==> config.mk <==
export PLATFORM = sky130hd
export DESIGN_NAME = rsw_status_ctrl
export DESIGN_NICKNAME = d
export VERILOG_FILES = /design/src/rsw_status_ctrl.v /design/src/rsw_sync2.v /design/src/rsw_txinh_timer.v
export VERILOG_INCLUDE_DIRS = /design/src
export SDC_FILE = /design/constraint.sdc
export NUM_CORES = 1
export LEC_CHECK = 0
export BUFFER_PORTS_ARGS = -buffer_cell sky130_fd_sc_hd__buf_2
export CAP_MARGIN = 10
export CORE_UTILIZATION = 60
export DETAILED_ROUTE_END_ITERATION = 16
export PLACE_DENSITY = 0.92
export SLEW_MARGIN = 10
export SYNTH_ARGS = -nofsm -noshare
export SYNTH_HDL_FRONTEND = slang
export SYNTH_SLANG_ARGS = --single-unit
==> constraint.sdc <==
create_clock -name clk_sys -period 3.4 [get_ports clk_sys]
set_input_delay 0.68 -clock clk_sys [delete_from_list [all_inputs] [get_ports clk_sys]]
set_output_delay 0.68 -clock clk_sys [all_outputs]
set_load 0.01 [all_outputs]
==> src/rsw_defs.vh <==
`ifndef RSW_DEFS_VH
`define RSW_DEFS_VH

// register indices on the plain register port
`define RSW_ADDR_W 4
`define RSW_IDX_STATUS 4'h0
`define RSW_IDX_MODE 4'h1
`define RSW_IDX_TSC 4'hA
`define RSW_IDX_CFG 4'hE
`define RSW_IDX_PSR 4'hF

// reset values
`define RSW_CFG_RST 16'h0000
`define RSW_PSR_RST 16'h0000
`define RSW_TSC_RST 16'h0000

// operational configuration fields
`define RSW_CFG_SRC 4
`define RSW_CFG_ACT_DIS_A 10
`define RSW_CFG_ACT_DIS_B 11
`define RSW_CFG_STOP_EN 12

// programmable status fields
`define RSW_PSR_TF 0
`define RSW_PSR_SSF 2
`define RSW_PSR_BUSY 3
`define RSW_PSR_BCR 4
`define RSW_PSR_RSV_LO 5
`define RSW_PSR_RSV_HI 7
`define RSW_PSR_SRQ 8
`define RSW_PSR_INSTR 9
`define RSW_PSR_ME 10
`define RSW_PSR_FORCED_BUSY_IN_N 11
`define RSW_PSR_SRQ_NBUSY 12
`define RSW_PSR_TF_SEL13 13
`define RSW_PSR_TF_SEL14 14
`define RSW_PSR_IMM_CLR 15
// bits wiped after each status word in immediate-clear operation
`define RSW_PSR_CLR_MASK 16'h07FD

// terminal status control fields
`define RSW_TSC_FORCED_BUSY_IN_N 9
`define RSW_TSC_SRQ 10
`define RSW_TSC_TF 11
`define RSW_TSC_DBCA_EN 12
`define RSW_TSC_SSF 13
`define RSW_TSC_BUSY 14
`define RSW_TSC_INSTR 15
`define RSW_TSC_CLR_MASK 16'hEC00

// status word bit positions
`define RSW_SW_TA_HI 15
`define RSW_SW_TA_LO 11
`define RSW_SW_ME 10
`define RSW_SW_INSTR 9
`define RSW_SW_SRQ 8
`define RSW_SW_RSV_HI 7
`define RSW_SW_RSV_LO 5
`define RSW_SW_BCR 4
`define RSW_SW_BUSY 3
`define RSW_SW_SSF 2
`define RSW_SW_DBCA 1
`define RSW_SW_TF 0

// transmitter fail-safe timing
`define RSW_CLK_HZ 40000000
`define RSW_TXINH_US 660
`define RSW_TXINH_CYC ((`RSW_TXINH_US * (`RSW_CLK_HZ / 1000000)))

`endif

==> src/rsw_status_ctrl.v <==
`timescale 1ns/1ps
`default_nettype none
`include "rsw_defs.vh"

// Overview of operation
// - bc stop-enable interrupt halts processing until interrupt reset
// - rt stop-enable interrupt forces busy until cleared
// - forced busy from pin low or register bits
// - forced busy masks interrupts, dma; acknowledge asserted
// - valid command on enabled channel asserts activity
// - config bits disable per-channel activity monitoring
// - per-channel transmit timer, 660 us fail-safe
// - immediate clear wipes programmable bits after status
// - status or last-command mode code repeats previous only with immediate clear set
// - address field from pins or address bits
// - message error from errors, or programmable bit
// - instrumentation bit selected by status source
// - service request bit selected by status source
// - service request may mirror inverted busy
// - reserved bits always from programmable bits 5-7
// - broadcast received bit by source option
// - busy from control, forced busy, programmable bit
// - subsystem flag sources selected by status source
// - dynamic bus control acceptance on legal code
// - terminal flag base sources by status source
// - terminal flag from busy, subsystem, any bit
// - inhibit mode code keeps terminal flag clear
// - status source from pin or config bit
module rsw_status_ctrl #(
  parameter TXINH_CYC = `RSW_TXINH_CYC,
  parameter TA_REG_DEFAULT = 1'b0
) (
  input wire clk_sys,
  input wire rst,
  input wire [`RSW_ADDR_W-1:0] reg_addr,
  input wire [15:0] reg_wdata,
  input wire reg_wr,
  input wire reg_rd,
  output reg [15:0] reg_rdata,
  input wire mode_bc,
  input wire forced_busy_in_n,
  input wire status_source_select,
  input wire [4:0] terminal_address_pins,
  input wire ta_from_register,
  input wire [4:0] ta_register_bits,
  input wire subsystem_fail_in,
  input wire std_irq_event,
  input wire hp_irq_event,
  input wire irq_reset_write,
  input wire valid_cmd_a,
  input wire valid_cmd_b,
  input wire msg_error_event,
  input wire illegal_cmd,
  input wire broadcast_cmd,
  input wire broadcast_enable,
  input wire dbc_legal_cmd,
  input wire bit_failure,
  input wire inhibit_tf_code,
  input wire override_tf_code,
  input wire repeat_status_code,
  input wire status_tx_start,
  input wire status_tx_done,
  input wire tx_start_a,
  input wire tx_done_a,
  input wire tx_start_b,
  input wire tx_done_b,
  output reg [15:0] status_word,
  output reg busy_acknowledge_out,
  output reg irq_disable,
  output reg dma_inhibit,
  output reg bc_halt,
  output reg active_out,
  output reg tx_inhibit_timer_chan_a,
  output reg tx_inhibit_timer_chan_b
);

  // writable registers
  reg [15:0] operational_config;
  reg [15:0] programmable_status;
  reg [15:0] terminal_status_control;

  // latched events
  reg stop_busy;
  reg msg_err_latch;
  reg bcast_latch;
  reg dbca_latch;
  reg tf_inhibit;
  reg [15:0] last_status;

  // synchronised pins and timer outputs
  wire forced_busy_in_n_n_s;
  wire src_pin_s;
  wire ssf_s;
  wire [4:0] ta_pins_s;
  wire [1:0] timer_on;

  // combinational status assembly
  reg src_std;
  reg forced_busy;
  reg act_dis_a;
  reg act_dis_b;
  reg [4:0] ta_field;
  reg msg_err_status_bit;
  reg instr_bit;
  reg busy_bit;
  reg ssf_bit;
  reg srq_bit;
  reg bcr_bit;
  reg dbca_bit;
  reg [2:0] rsv_bits;
  reg tf_base;
  reg tf_bit;
  reg [15:0] next_status;
  reg irq_any;

  // address decode shared by the write and read paths
  function hit;
    input [`RSW_ADDR_W-1:0] a;
    input [`RSW_ADDR_W-1:0] idx;
    begin
      hit = (a == idx);
    end
  endfunction

  // asynchronous pins pass two flops before use
  rsw_sync2 #(
    .WIDTH(8),
    .INIT(8'h81)
  ) u_sync (
    .clk_sys(clk_sys),
    .rst(rst),
    .din({forced_busy_in_n, terminal_address_pins, subsystem_fail_in, status_source_select}),
    .dout({forced_busy_in_n_n_s, ta_pins_s, ssf_s, src_pin_s})
  );

  // per-channel transmitter fail-safe timers
  genvar ch;
  generate
    for (ch = 0; ch < 2; ch = ch + 1)
    begin : g_txinh
      rsw_txinh_timer #(
        .CNT_W(16),
        .LIMIT(TXINH_CYC[15:0])
      ) u_timer (
        .clk_sys(clk_sys),
        .rst(rst),
        .tx_start(ch == 0 ? tx_start_a : tx_start_b),
        .tx_done(ch == 0 ? tx_done_a : tx_done_b),
        .timer_on(timer_on[ch])
      );
    end
  endgenerate

  // mode and source selection
  always @*
  begin
    src_std = operational_config[`RSW_CFG_SRC] | src_pin_s;
    act_dis_a = operational_config[`RSW_CFG_ACT_DIS_A];
    act_dis_b = operational_config[`RSW_CFG_ACT_DIS_B];
    // forced busy exists only in terminal mode
    forced_busy = ~mode_bc & (~forced_busy_in_n_n_s | programmable_status[`RSW_PSR_FORCED_BUSY_IN_N] |
      terminal_status_control[`RSW_TSC_FORCED_BUSY_IN_N] | stop_busy);
    irq_any = std_irq_event | hp_irq_event;
  end

  // bit-by-bit status word assembly
  always @*
  begin
    ta_field = ta_from_register ? ta_register_bits : ta_pins_s;
    msg_err_status_bit = msg_err_latch |
      (~src_std & programmable_status[`RSW_PSR_ME]);
    instr_bit = src_std ? terminal_status_control[`RSW_TSC_INSTR] :
      programmable_status[`RSW_PSR_INSTR];
    // a forced busy can be kept off the wire with both select bits set
    busy_bit = terminal_status_control[`RSW_TSC_BUSY] |
      (~src_std & programmable_status[`RSW_PSR_BUSY]) |
      (forced_busy & ~(programmable_status[`RSW_PSR_TF_SEL13] &
      programmable_status[`RSW_PSR_TF_SEL14]));
    ssf_bit = src_std ? (terminal_status_control[`RSW_TSC_SSF] | ssf_s | bit_failure) :
      programmable_status[`RSW_PSR_SSF];
    if (programmable_status[`RSW_PSR_SRQ_NBUSY])
      srq_bit = ~busy_bit;
    else
      srq_bit = src_std ? terminal_status_control[`RSW_TSC_SRQ] :
        programmable_status[`RSW_PSR_SRQ];
    rsv_bits = programmable_status[`RSW_PSR_RSV_HI:`RSW_PSR_RSV_LO];
    bcr_bit = src_std ? bcast_latch : programmable_status[`RSW_PSR_BCR];
    dbca_bit = src_std & dbca_latch;
    tf_base = src_std ? (terminal_status_control[`RSW_TSC_TF] | bit_failure) :
      programmable_status[`RSW_PSR_TF];
    tf_bit = tf_base |
      (programmable_status[`RSW_PSR_TF_SEL13] & ~programmable_status[`RSW_PSR_TF_SEL14] &
      (busy_bit | ssf_bit)) |
      (~programmable_status[`RSW_PSR_TF_SEL13] & programmable_status[`RSW_PSR_TF_SEL14] &
      (msg_err_status_bit | instr_bit | srq_bit | (|rsv_bits) | bcr_bit |
      busy_bit | ssf_bit | dbca_bit));
    tf_bit = tf_bit & ~tf_inhibit;
    next_status = 16'h0000;
    next_status[`RSW_SW_TA_HI:`RSW_SW_TA_LO] = ta_field;
    next_status[`RSW_SW_ME] = msg_err_status_bit;
    next_status[`RSW_SW_INSTR] = instr_bit;
    next_status[`RSW_SW_SRQ] = srq_bit;
    next_status[`RSW_SW_RSV_HI:`RSW_SW_RSV_LO] = rsv_bits;
    next_status[`RSW_SW_BCR] = bcr_bit;
    next_status[`RSW_SW_BUSY] = busy_bit;
    next_status[`RSW_SW_SSF] = ssf_bit;
    next_status[`RSW_SW_DBCA] = dbca_bit;
    next_status[`RSW_SW_TF] = tf_bit;
  end

  // register writes; a host write in the clear cycle beats the auto clear
  always @(posedge clk_sys)
  begin
    if (rst)
    begin
      operational_config <= `RSW_CFG_RST;
      programmable_status <= `RSW_PSR_RST;
      terminal_status_control <= `RSW_TSC_RST;
    end
    else
    begin
      if (status_tx_done && programmable_status[`RSW_PSR_IMM_CLR] && !mode_bc)
      begin
        programmable_status <= programmable_status & ~`RSW_PSR_CLR_MASK;
        terminal_status_control <= terminal_status_control & ~`RSW_TSC_CLR_MASK;
      end
      if (reg_wr && hit(reg_addr, `RSW_IDX_CFG))
        operational_config <= reg_wdata;
      if (reg_wr && hit(reg_addr, `RSW_IDX_PSR))
        programmable_status <= reg_wdata;
      if (reg_wr && hit(reg_addr, `RSW_IDX_TSC))
        terminal_status_control <= reg_wdata;
    end
  end

  // stop-enable latches; a new interrupt wins over its clear
  always @(posedge clk_sys)
  begin
    if (rst)
    begin
      stop_busy <= 1'b0;
      bc_halt <= 1'b0;
    end
    else
    begin
      if (irq_any && operational_config[`RSW_CFG_STOP_EN] && !mode_bc &&
        (!forced_busy || stop_busy))
        stop_busy <= 1'b1;
      else if (irq_reset_write || mode_bc)
        stop_busy <= 1'b0;
      if (irq_any && operational_config[`RSW_CFG_STOP_EN] && mode_bc)
        bc_halt <= 1'b1;
      else if (irq_reset_write || !mode_bc)
        bc_halt <= 1'b0;
    end
  end

  // message events held until the status word carrying them is sent
  always @(posedge clk_sys)
  begin
    if (rst)
    begin
      msg_err_latch <= 1'b0;
      bcast_latch <= 1'b0;
      dbca_latch <= 1'b0;
    end
    else
    begin
      if (msg_error_event || illegal_cmd)
        msg_err_latch <= 1'b1;
      else if (status_tx_done && !repeat_status_code)
        msg_err_latch <= 1'b0;
      if (broadcast_cmd && broadcast_enable)
        bcast_latch <= 1'b1;
      else if (status_tx_done && !repeat_status_code)
        bcast_latch <= 1'b0;
      if (dbc_legal_cmd && !broadcast_cmd && terminal_status_control[`RSW_TSC_DBCA_EN])
        dbca_latch <= 1'b1;
      else if (status_tx_done && !repeat_status_code)
        dbca_latch <= 1'b0;
    end
  end

  // terminal flag inhibit holds until the override code or a reset
  always @(posedge clk_sys)
  begin
    if (rst)
      tf_inhibit <= 1'b0;
    else if (inhibit_tf_code)
      tf_inhibit <= 1'b1;
    else if (override_tf_code)
      tf_inhibit <= 1'b0;
  end

  // word is frozen at transmission start so earlier writes count
  always @(posedge clk_sys)
  begin
    if (rst)
    begin
      status_word <= 16'h0000;
      last_status <= 16'h0000;
    end
    else if (status_tx_start && !mode_bc)
    begin
      if (repeat_status_code && programmable_status[`RSW_PSR_IMM_CLR])
        status_word <= last_status;
      else
      begin
        status_word <= next_status;
        last_status <= next_status;
      end
    end
  end

  // forced busy effects and pin-facing outputs, all registered
  always @(posedge clk_sys)
  begin
    if (rst)
    begin
      busy_acknowledge_out <= 1'b0;
      irq_disable <= 1'b0;
      dma_inhibit <= 1'b0;
      active_out <= 1'b0;
      tx_inhibit_timer_chan_a <= 1'b0;
      tx_inhibit_timer_chan_b <= 1'b0;
    end
    else
    begin
      busy_acknowledge_out <= forced_busy;
      irq_disable <= forced_busy;
      dma_inhibit <= forced_busy;
      // one-cycle pulse per valid command on an enabled channel
      active_out <= (valid_cmd_a & ~act_dis_a) | (valid_cmd_b & ~act_dis_b);
      tx_inhibit_timer_chan_a <= timer_on[0];
      tx_inhibit_timer_chan_b <= timer_on[1];
    end
  end

  // read data one cycle after the strobe, zero otherwise
  always @(posedge clk_sys)
  begin
    if (rst)
      reg_rdata <= 16'h0000;
    else if (reg_rd)
    begin
      if (hit(reg_addr, `RSW_IDX_CFG))
        reg_rdata <= operational_config;
      else if (hit(reg_addr, `RSW_IDX_PSR))
        reg_rdata <= programmable_status;
      else if (hit(reg_addr, `RSW_IDX_TSC))
        reg_rdata <= terminal_status_control;
      else if (hit(reg_addr, `RSW_IDX_STATUS))
        reg_rdata <= next_status;
      else if (hit(reg_addr, `RSW_IDX_MODE))
        reg_rdata <= {9'h000, tf_inhibit, src_std, bc_halt, stop_busy,
          forced_busy, timer_on};
      else
        reg_rdata <= 16'h0000;
    end
    else
      reg_rdata <= 16'h0000;
  end

endmodule
`default_nettype wire

==> src/rsw_sync2.v <==
`timescale 1ns/1ps
`default_nettype none

module rsw_sync2 #(
  parameter WIDTH = 1,
  parameter [WIDTH-1:0] INIT = {WIDTH{1'b0}}
) (
  input wire clk_sys,
  input wire rst,
  input wire [WIDTH-1:0] din,
  output reg [WIDTH-1:0] dout
);

  reg [WIDTH-1:0] meta;

  // first stage feeds only the second stage
  always @(posedge clk_sys)
  begin
    if (rst)
    begin
      meta <= INIT;
      dout <= INIT;
    end
    else
    begin
      meta <= din;
      dout <= meta;
    end
  end

endmodule
`default_nettype wire

==> src/rsw_txinh_timer.v <==
`timescale 1ns/1ps
`default_nettype none

module rsw_txinh_timer #(
  parameter CNT_W = 16,
  parameter [CNT_W-1:0] LIMIT = 16'd26400
) (
  input wire clk_sys,
  input wire rst,
  input wire tx_start,
  input wire tx_done,
  output reg timer_on
);

  reg [CNT_W-1:0] count;

  // on at start, off at completion or fail-safe expiry
  always @(posedge clk_sys)
  begin
    if (rst)
    begin
      timer_on <= 1'b0;
      count <= {CNT_W{1'b0}};
    end
    else if (tx_start)
    begin
      timer_on <= 1'b1;
      count <= {CNT_W{1'b0}};
    end
    else if (timer_on)
    begin
      if (tx_done || (count == LIMIT - 1'b1))
        timer_on <= 1'b0; // stuck transmitter is cut off
      count <= count + 1'b1;
    end
  end

endmodule
`default_nettype wire

# After elaboration in Yosys (flattened, before gate mapping)
# Cells that the tools add are included.
# totals
reg_bits	140
# classes
n_addsub	2
n_eq_ne	6
muxes	32
bitwise_logic	47
reduce_logical	39
# ops
op	n
2-to-1 mux 16 bit	7
adder 16 x 1 -> 16 bit (second input constant)	2
== test 16 x 15 -> 1 bit (second input constant)	2
2-to-1 mux 1 bit	22
OR 1 bit	22
nonzero test 2 bit	8
logical AND 1 bit	15
bitwise AND 1 bit	13
== test 4 bit (second input constant)	3
inverter 1 bit	12
2-to-1 mux 11 bit	1
2-to-1 mux 7 bit	1
logical OR 1 bit	6
OR reduction 2 bit	3
2-to-1 mux 5 bit	1
== test 4 x 1 -> 1 bit (second input constant)	1
logical NOT 1 bit	4
logical NOT 4 bit	1
OR reduction 3 bit	1
AND reduction 2 bit	1

# Depth between registers and ports, before layout
# Gate-level depths: netlist of the first run.
# depth
depth_word	22
ltp_mapped	7
ltp_nobuf	6

# Cells and area by module
# A second synthesis of the first run with hierarchy kept.
# unflattened
cells_unflattened	683
area_unflattened_um2	5914.4
# by_module_without_submodules
mod	instances	cells_each	area_each_um2	seq_area_each_um2
rsw_status_ctrl	1	461	3811.2	1801.7
rsw_txinh_timer at g_txinh[0].u_timer	1	101	874.6	340.3
rsw_txinh_timer at g_txinh[1].u_timer	1	88	789.5	340.3
rsw_sync2	1	33	439.2	320.3

# Least setup slack after synthesis of the first run
# No wires, ideal clock.
# synth_timing
path_type	input-to-reg
startpoint	in reg_addr[2]
endpoint	reg reg_rdata[4]
setup_ps	115
t_arrival_ps	1684
slack_ps	1601
path_stages	7
path_cell_list	and3_1 -> buf_2 -> and2_1 -> buf_4 -> a22oi_1 -> nor2_1 -> o21a_1
# synth_between
elab_chain_len	6
# synth_rtl
item	line_no	text
start, declared	rsw_status_ctrl.v:35	input wire [`RSW_ADDR_W-1:0] reg_addr,
== test 4 x 1 -> 1 bit	rsw_status_ctrl.v:121	hit = (a == idx);
2-to-1 mux 7 bit	rsw_status_ctrl.v:354	else if (hit(reg_addr, `RSW_IDX_MODE))
2-to-1 mux 16 bit	rsw_status_ctrl.v:352	else if (hit(reg_addr, `RSW_IDX_STATUS))
2-to-1 mux 16 bit	rsw_status_ctrl.v:350	else if (hit(reg_addr, `RSW_IDX_TSC))
2-to-1 mux 16 bit	rsw_status_ctrl.v:348	else if (hit(reg_addr, `RSW_IDX_PSR))
2-to-1 mux 16 bit *	rsw_status_ctrl.v:346	if (hit(reg_addr, `RSW_IDX_CFG))
end signal, assigned	rsw_status_ctrl.v:347	reg_rdata <= operational_config;
end signal, assigned	rsw_status_ctrl.v:349	reg_rdata <= programmable_status;
end signal, assigned	rsw_status_ctrl.v:351	reg_rdata <= terminal_status_control;
end, declared	rsw_status_ctrl.v:39	output reg [15:0] reg_rdata,
# Mark *: on every way between the ends. The rest lies on a longest branch, timed or not.
# A chain may end at the register's enable or synchronous reset.

# Worst setup path in the final report of the first run
# layout_timing
startpoint	reg stop_busy
endpoint	reg reg_rdata[8]
# layout_between
elab_chain_len	10
# layout_rtl
item	line_no	text
start, declared	rsw_status_ctrl.v:83	reg stop_busy;
start signal, assigned	rsw_status_ctrl.v:241	stop_busy <= 1'b0;
start signal, assigned	rsw_status_ctrl.v:248	stop_busy <= 1'b1;
start signal, assigned	rsw_status_ctrl.v:250	stop_busy <= 1'b0;
OR 1 bit	rsw_status_ctrl.v:161	forced_busy = ~mode_bc & (~forced_busy_in_n_n_s | programmable_status[`RSW_PSR_FORCED_BUSY_IN_N] |
bitwise AND 1 bit	rsw_status_ctrl.v:161	
bitwise AND 1 bit	rsw_status_ctrl.v:177	(forced_busy & ~(programmable_status[`RSW_PSR_TF_SEL13] &
OR 1 bit	rsw_status_ctrl.v:175	busy_bit = terminal_status_control[`RSW_TSC_BUSY] |
inverter 1 bit	rsw_status_ctrl.v:182	srq_bit = ~busy_bit;
2-to-1 mux 1 bit	rsw_status_ctrl.v:181	if (programmable_status[`RSW_PSR_SRQ_NBUSY])
2-to-1 mux 16 bit	rsw_status_ctrl.v:352	
2-to-1 mux 16 bit	rsw_status_ctrl.v:350	
2-to-1 mux 16 bit	rsw_status_ctrl.v:348	
2-to-1 mux 16 bit	rsw_status_ctrl.v:346	
# No other way between the ends.

==> metrics.txt, run 1 <==
outcome finished, final reports clean; ant diodes 0; share of synthesized flip-flops with an asynchronous set or reset 0; WHS 0.348 ns; Setup violations, final 0; # DRC 0; FF+latch count, synth 140; Core Rows 35; Clock H-tree levels 4; Sinks on Clock Net 140; clock period minus worst slack 2.17 ns; total number of vias 5354; CTS Buf Count 17; LEAKAGE 2.57 nW; initial core utilization 0.620; Post-CTS Setup Inserts 0; Hold Crit Class in2reg; vias in the first global route 5066; Avg WL per Cell 17.5 um; CTS tree built; cts-stage hold buffer count 0; mux cell area share after synthesis 0.0395; sequential-to-total area share from yosys stat 0.489; commonest non-fill, non-tap cell in the layout dfxtp_1; synth warn 0; Fin. Hold Viols 0; worst setup margin 1.23 ns; layout cells sized above 1 0.204; P per Cell Area 538 mW/mm^2; cts repair resizes 0; RSZ-0062 raised after global routing false; critical path startpoint category register; prevailing post-synth register cell dfxtp_1; drt first pass iters 6; Net count, final 811; Die ar. 0.00994 sq mm; Via-to-Cell Ratio 6.00; Slew @ Worst Pin 0.867 ns; Pwr Total 3.65 mW; Port Buffers 97; Post-DRT Antenna Nets 0; Placer Congestion 0.931; Req. time, crit path 3.86 ns; Largest stage delay, worst path 0.49 ns; Synth Area in Adders 0.00437; largest net degree at the start of global routing 40; root buf cell clkbuf_8; Crit Path Max Fanout 5; Setup Skew 0.0103 ns; Die X 99.7 um; core footprint 0.00924 sq mm; Layout area overhead 18.5%; Setup CP Type reg2reg; Synth Area in Compound Gates 0.148; EDFF count, synth 0; Reg clk slew, reported paths 0.07 ns; first-pass GRT wire length 25000 um; GR Util All Layers 0.328; first-iteration detailed-routing DRC count 472; syn_area_per_cell 8.60 sq um; initial antenna violation count 0; CP endpoint kind register; number of max-cap violations 0; Slowest cell on crit path mux2i_1; max frequency 462 MHz; Synth Instances 666; Die Span Y 99.7 um; crit path DAT 2.63 ns; leading cell types in the layout, fill and taps excluded dfxtp_1 (140), nand2_1 (104), buf_2 (97); I/O pin total 98; synthesized net count 727; Max VDD drop 0.000343 V; Yosys cell types 53; simple-gate share of the synthesized area 0.234; Setup WS pre-CTS 0.911 ns; XOR/XNOR Fraction of Synth Area 0.0382; synthesized area 0.00573 sq mm; final WL 15600 um; Final period util 0.637; Slew Viols, Final 0; post-DP HPWL 10700 um; clock tree buffer depth 2; global route total overflow 0; main combinational cell family by area after synthesis simple AND/OR/NAND/NOR gates; Clock Latency Late Sink 0.52 ns; Sum Neg Setup Slack 0 ns; worst path cell trace nor4b_1 -> buf_4 -> o221ai_1 -> mux2i_1 -> a21oi_1 -> nor2_1; Slew headroom 0.422
## metrics by stage
stage | utilization | instance area [sq um] | std cells
floorplan | - | 5730 | 666
global placement | 0.673 | 6220 | 860
detailed placement | 0.673 | 6220 | 860
CTS | 0.735 | 6790 | 892
global route | 0.735 | 6790 | 892
finish | 0.735 | 6790 | 892
## logic make-up (layout without fill, tap and decap cells)
group           after synthesis  in the layout
compound gates              144            144
xor+xnor                     25             25
fa+ha+maj                     2              2
buf+inv                      54            151
flops                       140            140
mux                          22             22
simple gates                279            279
## final cells by class
type / count / area [sq um]
Clock buffer: 18 / 428
Clock inverter: 14 / 138
Fill cell: 691 / 2450
Inverter: 16 / 60.1
Multi-Input combinational cell: 472 / 2670
Sequential cell: 140 / 2800
Tap cell: 129 / 161
Timing Repair Buffer: 103 / 531
## critical path: cells and delay by family (launching register included)
family / cells / cell delay (ns)
AOI/OAI and AO/OA: 2 / 0.52
and+or+nand+nor: 2 / 0.54
buffers and inverters: 1 / 0.20
DFF: 1 / 0.35
muxes: 1 / 0.49
## sequential cells by signal, summed over array words and instances, names as in the netlist, 2 cells and up
name / flops
g_txinh.u_timer.count: 32
g_txinh.u_timer.timer_on: 2
last_status: 16
operational_config: 16
programmable_status: 16
reg_rdata: 16
terminal_status_control: 16
u_sync.dout: 8
u_sync.meta: 8
## path summary, 6_finish.rpt
kind	from	end	slack, ns	cells after the start
min	forced_busy_in_n	u_sync.meta[7]$_SDFF_PP1_	0.35	2
max	stop_busy$_SDFFE_PP0P_	reg_rdata[8]$_SDFF_PP0_	1.23	6
min reg2reg	u_sync.meta[7]$_SDFF_PP1_	u_sync.dout[7]$_SDFF_PP1_	0.43	1
max reg2reg	stop_busy$_SDFFE_PP0P_	reg_rdata[8]$_SDFF_PP0_	1.23	6
## cell usage after synthesis (all sizes together) (7+ instances only)
| library cell | count | area [sq um] |
|---|---|---|
| nand4 | 9 | 56.3 |
| nor2 | 59 | 221 |
| nand3 | 26 | 130 |
| a22oi | 16 | 120 |
| a21oi | 75 | 375 |
| or2 | 9 | 56.3 |
| xnor2 | 11 | 96.3 |
| clkbuf | 18 | 67.6 |
| dfxtp | 140 | 2800 |
| buf | 20 | 141 |
| nor3 | 14 | 81.3 |
| inv | 16 | 60.1 |
| nand2 | 107 | 409 |
| mux2i | 17 | 170 |
| xor2 | 14 | 123 |
| nor2b | 17 | 106 |
| o21ai | 24 | 120 |
| and3 | 7 | 43.8 |
## power by group
part	switching (mW)	internal (mW)	leakage [nW]	total [mW]
logic	0.131	0.0817	1.17	0.212
registers	0.0248	1.67	1.14	1.70
clock network	0.736	1.00	0.272	1.74
total	0.891	2.76	2.57	3.65
## metal layers
layer | up-vias | GRT usage | routed length (um)
li1 | 2461 | - | -
met1 | 2514 | 0.387 | 5970
met2 | 313 | 0.537 | 7520
met3 | 66 | 0.0998 | 1420
met4 | 0 | 0.169 | 681
met5 | - | 0 | 0
Power figures use the tool's default switching activity.
==> inputs of run 2 (changes only) <==
--- a/config.mk
+++ b/config.mk
@@ -8,9 +8,9 @@
 export LEC_CHECK = 0
 export BUFFER_PORTS_ARGS = -buffer_cell sky130_fd_sc_hd__buf_2
 export CAP_MARGIN = 10
-export CORE_UTILIZATION = 60
+export CORE_UTILIZATION = 56
 export DETAILED_ROUTE_END_ITERATION = 16
-export PLACE_DENSITY = 0.92
+export PLACE_DENSITY = 0.88
 export SLEW_MARGIN = 10
 export SYNTH_ARGS = -nofsm -noshare
 export SYNTH_HDL_FRONTEND = slang
==> constraint.sdc (replaced) <==
create_clock -name clk_sys -period 2.2 [get_ports clk_sys]
set_input_delay 0.44 -clock clk_sys [delete_from_list [all_inputs] [get_ports clk_sys]]
set_output_delay 0.44 -clock clk_sys [all_outputs]
set_load 0.01 [all_outputs]
==> metrics.txt, run 2 (synthesized netlist as in run 1, its figures left out) <==
post-DP HPWL 10900 um; I/O pin total 98; Layout area overhead 21.7%; Top reg by flops g_txinh.u_timer.count; GR Util All Layers 0.318; core footprint 0.00986 sq mm; P per Cell Area 850 mW/mm^2; Port Buffers 97; Placer Congestion 0.990; met1 Use GR 0.371; clock tree buffer depth 2; CTS tree built; initial core utilization 0.581; # DRC 0; drt first pass iters 9; Most Crowded Layer GR met2; Clock H-tree levels 4; max reg flops 32; layout cells sized above 1 0.218; LEAKAGE 2.67 nW; Sinks on Clock Net 140; Setup Skew 0.00899 ns; outcome finished, final reports clean; root buf cell clkbuf_8; RSZ-0062 raised after global routing false; Slew headroom 0.658; met2 Use GR 0.514; first-iteration detailed-routing DRC count 588; Req. time, crit path 2.64 ns; commonest non-fill, non-tap cell in the layout dfxtp_1; vias in the first global route 5047; CTS Buf Count 17; Net count, final 824; Crit Path Max Fanout 3; Die Span Y 103 um; Final period util 0.856; Post-DRT Antenna Nets 0; Fin. Hold Viols 0; leading cell types in the layout, fill and taps excluded dfxtp_1 (140), nand2_1 (104), buf_2 (97); Clock Latency Late Sink 0.54 ns; Sum Neg Setup Slack 0 ns; cts-stage hold buffer count 0; Reg clk slew, reported paths 0.07 ns; cts repair resizes 0; Slew @ Worst Pin 0.510 ns; initial antenna violation count 0; Via-to-Cell Ratio 5.88; Post-CTS Setup Inserts 0; total number of vias 5346; first-pass GRT wire length 25200 um; global route total overflow 0; fillcell total 701; ant diodes 0; critical path startpoint category register; final WL 15900 um; Setup CP Type reg2reg; Hold Crit Class in2reg; clock period minus worst slack 1.88 ns; CP endpoint kind register; Die ar. 0.0106 sq mm; Slew Viols, Final 0; Core Rows 36; WHS 0.0837 ns; Die X 103 um; largest net degree at the start of global routing 45; Setup violations, final 0; GRT met3 Usage 0.102; Max VDD drop 0.000440 V; crit path DAT 2.33 ns; number of max-cap violations 0; max frequency 531 MHz; Avg WL per Cell 17.5 um
-- run 2: changes by cell type in the layout (fill, tap and decap cells not counted) --
cell | before | now
clkinvlp_4 | 3 | 2
inv_6 | 2 | 4
buf_12 | 0 | 2
clkinv_2 | 2 | 0
bufinv_16 | 1 | 3
inv_8 | 2 | 4
clkbuf_8 | 2 | 1
buf_4 | 6 | 17
clkinv_4 | 4 | 2
-- run 2: worst paths after layout --
check | slack [ns] | end | cells past startpoint | from
max | 0.32 | last_status[0]$_SDFFE_PP0P_ | 6 | stop_busy$_SDFFE_PP0P_
min | 0.08 | u_sync.meta[7]$_SDFF_PP1_ | 2 | forced_busy_in_n
max reg2reg | 0.32 | last_status[0]$_SDFFE_PP0P_ | 6 | stop_busy$_SDFFE_PP0P_
min reg2reg | 0.42 | u_sync.dout[7]$_SDFF_PP1_ | 1 | u_sync.meta[7]$_SDFF_PP1_
-- run 2: through the flow --
step                instance area (sq um)   util  instances  setup slack, ns  power (mW)
CTS                                  6970  0.706        909            0.344        5.94
detailed placement                   6350  0.644        877            0.347        3.01
global placement                     6350  0.644        877            0.380        3.00
global route                         6970  0.706        909            0.198        6.10
floorplan                            5730      -        666            0.641        2.85
finish                               6970  0.706        909            0.317        5.92
-- run 2: per-layer routing --
metal	wire length [um]	share of wire	up-vias
li1	-	-	2479
met1	5890	0.37	2473
met2	7650	0.48	315
met3	1580	0.099	79
met4	832	0.052	0
met5	0	0	-
-- run 2: layout make-up --
class	instances	area (sq um)	area share
clock buffers	17	414	0.0594
clock inverters	15	203	0.0291
inverters	16	60.1	0.00862
multi-input cells	472	2670	0.383
flip-flops and latches	140	2800	0.402
well taps	133	166	0.0239
repair buffers	116	653	0.0937
-- run 2: worst max-delay path, cell delays in order (launching register included) --
cell and delay, ns:
dfxtp_1 0.47, nor4b_1 0.10, buf_4 0.15, or2_2 0.29
a311oi_1 0.35, o21ai_0 0.16, a311oi_1 0.26
-- run 2: where the power goes --
| part | total, mW | switching [mW] | internal, mW |
|---|---|---|---|
| logic | 0.343 | 0.205 | 0.138 |
| clock network | 2.96 | 1.19 | 1.77 |
| registers | 2.62 | 0.0359 | 2.58 |
| total | 5.92 | 1.43 | 4.50 |
==> inputs of run 3 (changes only) <==
--- a/config.mk
+++ b/config.mk
@@ -11,6 +11,7 @@
 export CORE_UTILIZATION = 56
 export DETAILED_ROUTE_END_ITERATION = 16
 export PLACE_DENSITY = 0.88
+export REMOVE_ABC_BUFFERS = 1
 export SLEW_MARGIN = 10
 export SYNTH_ARGS = -nofsm -noshare
 export SYNTH_HDL_FRONTEND = slang
==> metrics.txt, run 3 (synthesized netlist as in run 1, its figures left out) <==
Pwr Total 5.85 mW; clock tree buffer depth 2; max reg flops 32; Setup CP Type reg2reg; core footprint 0.00986 sq mm; Largest stage delay, worst path 0.37 ns; largest net degree at the start of global routing 52; GR Util All Layers 0.304; Slowest cell on crit path dfxtp_1; Crit Path Max Fanout 6; Sw Ratio 0.234; Logic pwr share 0.059; Internal 4.48 mW; Max VDD drop 0.000598 V; Net count, final 826; final WL 15700 um; Setup violations, final 0; Clock H-tree levels 4; first-iteration detailed-routing DRC count 371; root buf cell clkbuf_8; worst path cell trace nor2_1 -> a21oi_1 -> a311oi_1 -> o21ai_0 -> a311oi_1; RSZ-0062 raised after global routing false; Die Span Y 103 um; global route total overflow 0; post-DP HPWL 10400 um; CP delay by family, top compound AO/OA/AOI/OAI gates; Placer Congestion 0.954; number of max-cap violations 0; Fin. Hold Viols 0; first-pass GRT wire length 24300 um; LEAKAGE 2.67 nW; CTS tree built; P per Cell Area 841 mW/mm^2; Hold Crit Class in2reg; Via-to-Cell Ratio 5.90; initial core utilization 0.581; total number of vias 5373; CP endpoint kind register; Clock Latency Late Sink 0.55 ns; Post-CTS Setup Inserts 0; max frequency 551 MHz; Setup Skew 0.00874 ns; Die ar. 0.0106 sq mm; outcome finished, final reports clean; vias in the first global route 5239; clock power share 0.493; leading cell types in the layout, fill and taps excluded dfxtp_1 (140), nand2_1 (104), buf_2 (97); critical path startpoint category register; Avg WL per Cell 17.2 um; placed instance count 879; fillcell total 718; Port Buffers 97; drt first pass iters 5; Sinks on Clock Net 140; Slew headroom 0.474; Reg clk slew, reported paths 0.06 ns; Slew @ Worst Pin 0.786 ns; Sequential Power Share 0.448; Post-Layout Cell Count 911; Setup WS pre-CTS 0.332 ns; layout cells sized above 1 0.220; worst setup margin 0.386 ns; Core Rows 36; commonest non-fill, non-tap cell in the layout dfxtp_1; initial antenna violation count 1; Final period util 0.824; ant diodes 0; Die X 103 um; crit path DAT 2.26 ns; Top reg by flops g_txinh.u_timer.count; clock period minus worst slack 1.81 ns; I/O pin total 98; cts-stage hold buffer count 0; CTS Buf Count 17; Post-DRT Antenna Nets 0; # DRC 0; Layout area overhead 21.3%; WHS 0.0810 ns; Slew Viols, Final 0; Psw 1.37 mW; Buf/Inv on CP 0; cts repair resizes 0; Req. time, crit path 2.65 ns; most frequent CP cell a311oi_1
-- run 3: cell count changes in the layout (fill, tap and decap cells not counted) --
cell	previous run	this run
clkinv_2	0	4
inv_8	4	0
buf_4	17	20
inv_6	4	2
buf_12	2	1
clkbuf_8	1	2
clkinvlp_4	2	3
-- run 3: routing by layer --
metal  track usage  vias up  part of all wire
met2         0.516      329              0.49
met5             0        -           0.00076
li1              -     2487                 -
met3        0.0956       59              0.11
met4         0.195        2             0.035
met1         0.330     2496              0.37
-- run 3: worst paths after layout --
kind / cells after the start / from / endpoint / slack [ns]
max: 5 / operational_config[4]$_SDFFE_PP0P_ / last_status[0]$_SDFFE_PP0P_ / 0.39
min: 2 / status_source_select / u_sync.meta[0]$_SDFF_PP1_ / 0.08
max reg2reg: 5 / operational_config[4]$_SDFFE_PP0P_ / last_status[0]$_SDFFE_PP0P_ / 0.39
min reg2reg: 1 / u_sync.meta[0]$_SDFF_PP1_ / u_sync.dout[0]$_SDFF_PP1_ / 0.41
-- run 3: cell type report --
cell class | instances | area (sq um) | area share
Clock inverter | 14 | 168 | 0.0241
Multi-Input combinational cell | 472 | 2670 | 0.384
Inverter | 16 | 60.1 | 0.00864
Sequential cell | 140 | 2800 | 0.403
Clock buffer | 18 | 428 | 0.0616
Tap cell | 133 | 166 | 0.0240
Timing Repair Buffer | 118 | 656 | 0.0944
-- run 3: worst reg2reg max path: cells and delay by family, from the launching register on --
| kind | cells | cell delay (ns) |
|---|---|---|
| DFF | 1 | 0.37 |
| AOI/OAI and AO/OA | 4 | 0.99 |
| and+or+nand+nor | 1 | 0.36 |
-- run 3: power groups by stage --
stage / Clock, mW / Combinational [mW] / Sequential, mW
final: 2.88 / 0.346 / 2.62
after floorplan: 0 / 0.141 / 2.67
after global placement: 0 / 0.326 / 2.67
after global routing: 3.01 / 0.375 / 2.62
after detailed placement: 0 / 0.335 / 2.67
after CTS: 2.89 / 0.341 / 2.62
-- run 3: through the flow --
| step | util | instance area, sq um | setup TNS (ns) |
|---|---|---|---|
| after CTS | 0.704 | 6950 | 0 |
| after global placement | 0.644 | 6350 | 0 |
| after global routing | 0.704 | 6950 | 0 |
| after detailed placement | 0.644 | 6350 | 0 |
| after floorplan | - | 5520 | -7.69 |
| final | 0.704 | 6950 | 0 |
